File: src/sdm_pkg.sv
package sdm_pkg;

  // ----------------------------------------------------------------------
  // input code: signed, full scale +/-80 mV maps to +/-32768 (vin/160mV*65536)
  // ----------------------------------------------------------------------
  localparam int                      IN_W      = 18;
  localparam int                      CODE_W    = 16;
  localparam logic signed [IN_W-1:0]  POS_FS    = 18'sh08000;
  localparam logic signed [IN_W-1:0]  NEG_FS    = 18'sh38000;
  localparam logic signed [IN_W:0]    MID_OFS   = 19'sh08000;
  localparam logic signed [IN_W:0]    DENS_TOP  = 19'sh10000;
  localparam logic [CODE_W:0]         DENS_MAX  = 17'h10000;
  localparam logic [CODE_W:0]         DENS_MIN  = 17'h00000;

  // ----------------------------------------------------------------------
  // density window and link watchdog timing
  // ----------------------------------------------------------------------
  localparam int                      WIN_LEN       = 256;
  localparam int                      CLK_MHZ       = 125;
  localparam int                      LINK_LOSS_NS  = 1000;
  localparam int                      LINK_LOSS_CYC = (LINK_LOSS_NS * CLK_MHZ + 999) / 1000;
  localparam int                      WD_W          = 10;

  typedef enum logic [1:0] {
    ST_IDLE = 2'b00,
    ST_RUN  = 2'b01,
    ST_LOST = 2'b10
  } mod_state_e;

endpackage : sdm_pkg

File: src/sdm_accum.sv
`timescale 1ns/1ps
`default_nettype none

// first-order error-feedback accumulator: carry density equals dens/2^CODE_W
module sdm_accum #(
  parameter int CODE_W = 16
) (
  // clock and reset
  input  wire logic              ref_clk,
  input  wire logic              rstn,
  // step and density
  input  wire logic              step,
  input  wire logic [CODE_W:0]   dens,
  // next bit
  output logic                   bit_next
);

  logic [CODE_W-1:0] acc_reg;
  logic [CODE_W+1:0] sum;

  assign sum      = {2'b00, acc_reg} + {1'b0, dens};
  assign bit_next = |sum[CODE_W+1:CODE_W];

  always_ff @(posedge ref_clk or negedge rstn) begin
    if (!rstn) begin
      acc_reg <= '0;
    end else if (step) begin
      acc_reg <= sum[CODE_W-1:0];
    end
  end

endmodule : sdm_accum
`default_nettype wire

File: src/sdm_bitstream.sv
// Function
// - zero input gives half ones
// - +/-50 mV gives 81.25/18.75 percent ones
// - at or beyond full scale, all ones/zeros
// - ones density equals vin/160mV plus half
`timescale 1ns/1ps
`default_nettype none

module sdm_bitstream
  import sdm_pkg::*;
#(
  parameter int WIN = sdm_pkg::WIN_LEN
) (
  // clock and reset
  input  wire logic                            ref_clk,
  input  wire logic                            rstn,
  // sampled input
  input  wire logic signed [sdm_pkg::IN_W-1:0] vin_code,
  input  wire logic                            mod_en,
  // link
  input  wire logic                            mclk_in,
  output logic                                 mod_data,
  // status
  output logic                                 bit_strobe,
  output logic                                 over_range,
  output logic                                 link_lost,
  output logic [$clog2(WIN+1)-1:0]             ones_count,
  output logic                                 count_valid
);
  import sdm_pkg::*;

  localparam int CNT_W = $clog2(WIN+1);
  localparam int POS_W = $clog2(WIN);
  localparam logic [POS_W-1:0] WIN_LAST   = POS_W'(WIN - 1);
  localparam logic [WD_W-1:0]  WD_LIMIT   = WD_W'(LINK_LOSS_CYC);

  // ----------------------------------------------------------------------
  // link clock synchroniser and edge detect
  // ----------------------------------------------------------------------
  logic mclk_s1_reg;
  logic mclk_s2_reg;
  logic mclk_s3_reg;
  wire  mclk_rise = mclk_s2_reg & ~mclk_s3_reg;

  // two-flop synchroniser; only the second flop feeds logic
  always_ff @(posedge ref_clk or negedge rstn) begin
    if (!rstn) begin
      mclk_s1_reg <= 1'b0;
      mclk_s2_reg <= 1'b0;
    end else begin
      mclk_s1_reg <= mclk_in;
      mclk_s2_reg <= mclk_s1_reg;
    end
  end

  // delayed copy for edge detect, resets to the idle low level
  always_ff @(posedge ref_clk or negedge rstn) begin
    if (!rstn) begin
      mclk_s3_reg <= 1'b0;
    end else begin
      mclk_s3_reg <= mclk_s2_reg;
    end
  end

  // ----------------------------------------------------------------------
  // input to density: vin + half scale, clamped to 0..2^16
  // ----------------------------------------------------------------------
  wire logic signed [IN_W:0] shifted = {vin_code[IN_W-1], vin_code} + MID_OFS;
  wire below_fs = shifted[IN_W];
  wire above_fs = !shifted[IN_W] && (shifted > DENS_TOP);
  wire logic [CODE_W:0] dens = below_fs ? DENS_MIN :
                               above_fs ? DENS_MAX :
                               shifted[CODE_W:0];

  // ----------------------------------------------------------------------
  // range flag: input at or beyond either full-scale limit
  // ----------------------------------------------------------------------
  wire at_pos_fs = (vin_code >= POS_FS);
  wire at_neg_fs = (vin_code <= NEG_FS);
  wire at_fs     = at_pos_fs || at_neg_fs;

  // ----------------------------------------------------------------------
  // state machine: idle, running, link lost
  // ----------------------------------------------------------------------
  mod_state_e      state_reg;
  mod_state_e      state_next;
  logic [WD_W-1:0] wd_reg;
  wire             wd_expired = (wd_reg == WD_LIMIT);
  wire             step = mclk_rise && mod_en;
  wire             in_run    = (state_reg == ST_RUN);
  wire             lost_next = (state_next == ST_LOST);

  always_comb begin
    state_next = state_reg;
    case (state_reg)
      ST_IDLE: begin
        if (step) state_next = ST_RUN;
      end
      ST_RUN: begin
        if (!mod_en) state_next = ST_IDLE;
        else if (wd_expired) state_next = ST_LOST;
      end
      ST_LOST: begin
        if (!mod_en) state_next = ST_IDLE;
        else if (step) state_next = ST_RUN;
      end
      default: state_next = ST_IDLE;
    endcase
  end

  always_ff @(posedge ref_clk or negedge rstn) begin
    if (!rstn) begin
      state_reg <= ST_IDLE;
    end else begin
      state_reg <= state_next;
    end
  end

  // ----------------------------------------------------------------------
  // link watchdog: cycles since the last link clock rise
  // ----------------------------------------------------------------------
  wire wd_clear = mclk_rise || !in_run;

  always_ff @(posedge ref_clk or negedge rstn) begin
    if (!rstn) begin
      wd_reg <= '0;
    end else if (wd_clear) begin
      wd_reg <= '0;
    end else if (!wd_expired) begin
      wd_reg <= wd_reg + 1'b1;
    end
  end

  // ----------------------------------------------------------------------
  // modulator core
  // ----------------------------------------------------------------------
  logic bit_next;

  sdm_accum #(
    .CODE_W   (CODE_W)
  ) u_accum (
    .ref_clk  (ref_clk),
    .rstn     (rstn),
    .step     (step),
    .dens     (dens),
    .bit_next (bit_next)
  );

  // ----------------------------------------------------------------------
  // output bit, one new bit per link clock rising edge
  // ----------------------------------------------------------------------
  logic mod_data_reg;
  logic bit_strobe_reg;
  logic over_range_reg;
  logic link_lost_reg;

  always_ff @(posedge ref_clk or negedge rstn) begin
    if (!rstn) begin
      mod_data_reg   <= 1'b0;
      over_range_reg <= 1'b0;
    end else if (step) begin
      mod_data_reg   <= bit_next;
      over_range_reg <= at_fs;
    end
  end

  // strobe and link status are refreshed every cycle
  always_ff @(posedge ref_clk or negedge rstn) begin
    if (!rstn) begin
      bit_strobe_reg <= 1'b0;
      link_lost_reg  <= 1'b0;
    end else begin
      bit_strobe_reg <= step;
      link_lost_reg  <= lost_next;
    end
  end

  // ----------------------------------------------------------------------
  // ones per window of WIN bits, as a density monitor
  // ----------------------------------------------------------------------
  logic [POS_W-1:0] pos_reg;
  logic [CNT_W-1:0] acc_ones_reg;
  logic [CNT_W-1:0] ones_count_reg;
  logic             count_valid_reg;
  wire              win_end = step && (pos_reg == WIN_LAST);
  wire [CNT_W-1:0]  ones_inc = acc_ones_reg + CNT_W'(bit_next);

  always_ff @(posedge ref_clk or negedge rstn) begin
    if (!rstn) begin
      pos_reg      <= '0;
      acc_ones_reg <= '0;
    end else if (step) begin
      pos_reg      <= win_end ? '0 : pos_reg + 1'b1;
      acc_ones_reg <= win_end ? '0 : ones_inc;
    end
  end

  // ----------------------------------------------------------------------
  // publish the finished window count with a one-cycle valid pulse
  // ----------------------------------------------------------------------
  always_ff @(posedge ref_clk or negedge rstn) begin
    if (!rstn) begin
      ones_count_reg  <= '0;
      count_valid_reg <= 1'b0;
    end else begin
      count_valid_reg <= win_end;
      if (win_end) begin
        ones_count_reg <= ones_inc;
      end
    end
  end

  // ----------------------------------------------------------------------
  // outputs, all straight from flops
  // ----------------------------------------------------------------------
  assign mod_data    = mod_data_reg;
  assign bit_strobe  = bit_strobe_reg;
  assign over_range  = over_range_reg;
  assign link_lost   = link_lost_reg;
  assign ones_count  = ones_count_reg;
  assign count_valid = count_valid_reg;

endmodule : sdm_bitstream
`default_nettype wire

File: config.mk
export PLATFORM = sky130hd
export DESIGN_NAME = sdm_bitstream
export DESIGN_NICKNAME = d
export VERILOG_FILES = /design/src/sdm_pkg.sv /design/src/sdm_accum.sv /design/src/sdm_bitstream.sv
export SDC_FILE = /design/constraint.sdc
export NUM_CORES = 1
export LEC_CHECK = 0
export BUFFER_PORTS_ARGS = -buffer_cell sky130_fd_sc_hd__buf_2
export CAP_MARGIN = 20
export CORE_MARGIN = 1.5
export CORE_UTILIZATION = 64
export CTS_CLUSTER_DIAMETER = 50
export DETAILED_ROUTE_END_ITERATION = 10
export HOLD_SLACK_MARGIN = 0.12
export MAX_ROUTING_LAYER = met4
export PLACE_DENSITY = 0.83
export SETUP_SLACK_MARGIN = 0.4
export SLEW_MARGIN = 5
export SYNTH_ARGS = -nofsm -noshare
export SYNTH_HDL_FRONTEND = slang
export SYNTH_SLANG_ARGS = --single-unit
File: constraint.sdc
create_clock -name ref_clk -period 10.3 [get_ports ref_clk]
set_input_delay 0.515 -clock ref_clk [delete_from_list [all_inputs] [get_ports ref_clk]]
set_output_delay 0.515 -clock ref_clk [all_outputs]
set_load 0.05 [all_outputs]
==> impl_summary.md <==
Timing
The hold violation count in the final report is 0. The max-slew violation count came to 0. Measured against its own limit, the worst slew margin works out to 0.3925. Setup repair after global routing left no endpoint under its margin. The worst path needs between 4 and 5 ns of the cycle, external delays included. The final-layout setup total negative slack is 0 ns.

The worst setup skew after layout is 0.006486 ns. The worst path meets setup with 5.413 ns of slack. In the finished design, the share of the clock period the worst path needs comes to 0.4745. The final number of setup-violating endpoints is 0.

For the pin with the worst max-slew slack, the measured transition is about 0.91 ns. Derived from the worst setup path, the maximum achievable clock frequency is between 200 and 250 MHz.

Final layout
The count of filler cells inserted in the layout is 393. Once layout is complete, the utilization of the core stands at 0.7515. The final-stage net count is about 470. Compared with the post-synthesis result, the final layout area differs by 13.66%. The register with the most flip-flops in the layout has 16 of them. The fraction of layout instances using a drive strength above 1 is 0.1481. The final cell area excluding filler cells is between 0.004 and 0.005 mm^2. 0 antenna diodes ended up in the layout.

Critical path
Along the worst path, the maximum fanout reaches 11. The cell depth of the worst flop-to-flop path is 16. The kind of start point of the critical path is a primary input.

Data on the critical path arrives at its endpoint at 5.16 ns. The start point of the critical path is vin_code[16]. STA classifies the critical path endpoint as a flip-flop. The start-to-end type of the worst setup path is in2reg. The worst register-to-register path begins at u_accum.acc_reg[0].

At the worst endpoint, the required time is 10.57 ns.

Drt
The initial detailed-routing violation count is roughly 180. After detailed routing, the number of vias per cell comes to 5.903. Before antenna repair, the detailed router went through 4 iterations.

The number of routed nets with antenna violations is 0. The total number of vias is 2975. Summed over all layers, the routed wires come to just over 7 mm. The average wire per cell in the routed design is roughly 14 um.

The total DRC errors in the routed layout is 0.

Status
The flow ran to the end, and the final reports show no timing, DRC or antenna violations.

Place
The final RePlAce weighted congestion is approximately 0.87. The count of buffers inserted at the top-level ports is 35. The area of placed instances is between 0.003 and 0.004 mm^2. The final HPWL from detailed placement is just under 5 mm. The worst slack at placement is roughly 4.7 ns.

Yosys
Among all flip-flop cells after synthesis, the most frequent one is sky130_fd_sc_hd__dfrtp_1. Counting flops and latches in the post-synthesis netlist gives 62. The share of the Yosys chip area taken by registers is 0.4288. In the post-synthesis netlist, the biggest area contributors are sky130_fd_sc_hd__dfrtp_1 43%, sky130_fd_sc_hd__ha_1 8.0%, sky130_fd_sc_hd__nand2_1 5.1%, sky130_fd_sc_hd__o21ai_0 4.1%, sky130_fd_sc_hd__xnor2_1 3.9%.

The area share of the largest cell type after synthesis is 0.4288. The library cell occupying the most area in the post-synthesis netlist is sky130_fd_sc_hd__dfrtp_1. The post-synthesis cell count is around 390. In the synthesized netlist the async set-or-reset flop fraction comes to 1.000. Yosys printed 0 warnings.

Synthesis produced a netlist with a net count of around 430. The mean instance size in the synthesized netlist is 9.326 um^2. The number of flops mapped to enable cells by yosys is 0. Counting distinct cell types in the post-synthesis netlist gives 52. After synthesis the cells add up to 0.003618 mm^2.

Die
The initial core utilization is 0.6612. In this run the vertical extent of the chip is 78.19 um. The total I/O pin count is 36. The die boundary width is approximately 78 um. The full die area is roughly 0.0061 mm^2. After floorplanning, the core was divided into 27 placement rows. The core region is ~0.0055 mm^2.

GRT
The first global-routing pass estimated 12.40 mm of wire. In the global route stage, overall resource usage came out at 0.2710. The via count of the first global-routing pass is ~2900.

The total congestion overflow after global routing is 0. The number of antenna violations at the first check in global routing is 0. Entering global routing, the biggest net connects 63 pins.

CTS
The clock network latency to the later pin of the worst-skew pair is 0.36 ns. The hold buffer count at cts is 0. The clock net in this run drives a total of 62 sinks.

TritonCTS built the clock tree. The total CTS buffers is 9. The maximum level of the CTS H-tree is 3. In this run the clock root is driven by a sky130_fd_sc_hd__clkbuf_8.

The clock-pin slew on the worst setup and hold paths is roughly 0.070 ns. The post-CTS setup buffer count is 0. In this run, post-CTS repair resized a total of 0 instances. In this run the deepest clock path goes through 2 buffers.

Min path
The tightest min-delay check is of the in2reg type. The beginning of the worst hold path is mclk_in. The number of cells on the worst hold path is 1.

Flow run
Max-cap violations in this run came to 0.

Power and ir drop
The power after layout is ~800 uW. Power spread over the standard cell area amounts to between 150 and 200 mW/mm^2. The peak supply drop is about 0.14 mV. The reported leakage power is roughly 0.0019 uW.
[stage by stage]
step	hold slack, ns	std cells
detailed placement	0.3435	487
floorplan	0.2194	388
global placement	0.3408	487
global route	0.2483	504
finish	0.2593	504
CTS	0.2447	503
[final timing paths]
path	endpoint	slack (ns)
max reg2reg	acc_ones_reg[8]	6.67
min in group asynchronous	pos_reg[6]	0.31
min	mclk_s1_reg	0.26
max	acc_ones_reg[8]	5.41
max in group asynchronous	ones_count[7]	9.49
min reg2reg	mclk_s2_reg	0.36
[logic make-up (layout without fill, tap and decap cells)]
kind of cell    after synthesis  after routing  share of synthesized area
simple gates                159            159                     0.2206
fa+ha+maj                    24             24                    0.08506
buf+inv                      17             61                    0.01971
mux                           2              2                   0.006224
flops                        62             62                     0.4288
compound gates               98             98                     0.1767
xor+xnor                     26             26                    0.06293
[power breakdown]
group	leakage, uW	switching (uW)	internal [uW]
registers	0.000825	30.1	284
logic	0.000983	121	85.6
clock network	0.000127	110	165
total	0.00193	261	535
[Yosys cell counts, types with 2 or more instances]
| library cell | instances |
|---|---|
| sky130_fd_sc_hd__a21o_1 | 5 |
| sky130_fd_sc_hd__nand3_1 | 13 |
| sky130_fd_sc_hd__buf_2 | 3 |
| sky130_fd_sc_hd__nand2b_1 | 8 |
| sky130_fd_sc_hd__nor4_1 | 3 |
| sky130_fd_sc_hd__o21ai_1 | 9 |
| sky130_fd_sc_hd__ha_1 | 23 |
| sky130_fd_sc_hd__inv_1 | 7 |
| sky130_fd_sc_hd__nor3b_1 | 2 |
| sky130_fd_sc_hd__nor2_1 | 30 |
| sky130_fd_sc_hd__dfrtp_1 | 62 |
| sky130_fd_sc_hd__o31ai_1 | 3 |
| sky130_fd_sc_hd__clkbuf_1 | 5 |
| sky130_fd_sc_hd__nand2_1 | 49 |
| sky130_fd_sc_hd__o31ai_2 | 2 |
| sky130_fd_sc_hd__and4_1 | 3 |
| sky130_fd_sc_hd__a21oi_1 | 21 |
| sky130_fd_sc_hd__a211oi_1 | 6 |
| sky130_fd_sc_hd__o21ai_0 | 30 |
| sky130_fd_sc_hd__a211oi_2 | 2 |
| sky130_fd_sc_hd__nor2b_1 | 19 |
| sky130_fd_sc_hd__xor2_1 | 10 |
| sky130_fd_sc_hd__mux2_1 | 2 |
| sky130_fd_sc_hd__a31oi_1 | 5 |
| sky130_fd_sc_hd__xnor2_1 | 16 |
| sky130_fd_sc_hd__o211ai_1 | 3 |
| sky130_fd_sc_hd__and2_1 | 2 |
| sky130_fd_sc_hd__nor4b_1 | 2 |
| sky130_fd_sc_hd__and3_1 | 11 |
| sky130_fd_sc_hd__nand4_1 | 3 |
| sky130_fd_sc_hd__nand3b_1 | 2 |
| sky130_fd_sc_hd__nor3_1 | 7 |
[placed cells by master, fill, tap and decap left out, types with 7 or more instances in the layout]
cell                       count
sky130_fd_sc_hd__a21oi_1      21
sky130_fd_sc_hd__buf_2        35
sky130_fd_sc_hd__inv_1         7
sky130_fd_sc_hd__ha_1         23
sky130_fd_sc_hd__nor3_1        7
sky130_fd_sc_hd__and3_1       11
sky130_fd_sc_hd__dfrtp_1      62
sky130_fd_sc_hd__nand2b_1      8
sky130_fd_sc_hd__o21ai_0      30
sky130_fd_sc_hd__nor2b_1      19
sky130_fd_sc_hd__nor2_1       30
sky130_fd_sc_hd__nand3_1      13
sky130_fd_sc_hd__nand2_1      49
sky130_fd_sc_hd__xnor2_1      16
sky130_fd_sc_hd__o21ai_1       9
sky130_fd_sc_hd__xor2_1       10
sky130_fd_sc_hd__clkbuf_8      9
[critical path: stages]
cell                        delay, ns
sky130_fd_sc_hd__buf_2           0.13
sky130_fd_sc_hd__inv_1           0.06
sky130_fd_sc_hd__ha_1            0.29
sky130_fd_sc_hd__o2111ai_1       0.20
sky130_fd_sc_hd__nand2_1         0.07
sky130_fd_sc_hd__a21oi_1         0.41
sky130_fd_sc_hd__buf_4           0.27
sky130_fd_sc_hd__nor2b_1         0.07
sky130_fd_sc_hd__ha_1            0.22
sky130_fd_sc_hd__fa_1            0.44
sky130_fd_sc_hd__a211oi_2        0.31
sky130_fd_sc_hd__o211ai_2        0.12
sky130_fd_sc_hd__a211oi_1        0.27
sky130_fd_sc_hd__or2_0           0.19
sky130_fd_sc_hd__o41ai_2         0.09
sky130_fd_sc_hd__nand2b_1        0.09
sky130_fd_sc_hd__ha_1            0.16
sky130_fd_sc_hd__ha_1            0.23
sky130_fd_sc_hd__and3_1          0.25
sky130_fd_sc_hd__and3_1          0.25
sky130_fd_sc_hd__nand3_1         0.16
sky130_fd_sc_hd__nor3_1          0.16
sky130_fd_sc_hd__a21oi_1         0.06
sky130_fd_sc_hd__o21ai_0         0.14
[metal layers]
layer / global-route usage / wire length, um / up-vias
met1: 0.3262 / 3238 / 1427
met4: 0.1214 / 157 / 0
met5: - / 0 / -
met3: 0.07326 / 377 / 14
met2: 0.4287 / 3433 / 65
li1: - / - / 1469
[area by class of cell]
class	instances	area [um^2]	area share
repair buffers	38	197.7	0.04807
flip-flops and latches	62	1551	0.3772
inverters	7	26.28	0.006389
clock inverters	7	127.6	0.03103
clock buffers	9	123.9	0.03012
well taps	72	90.09	0.02190
multi-input cells	309	1996	0.4852
(Power assumes the default switching activity.)
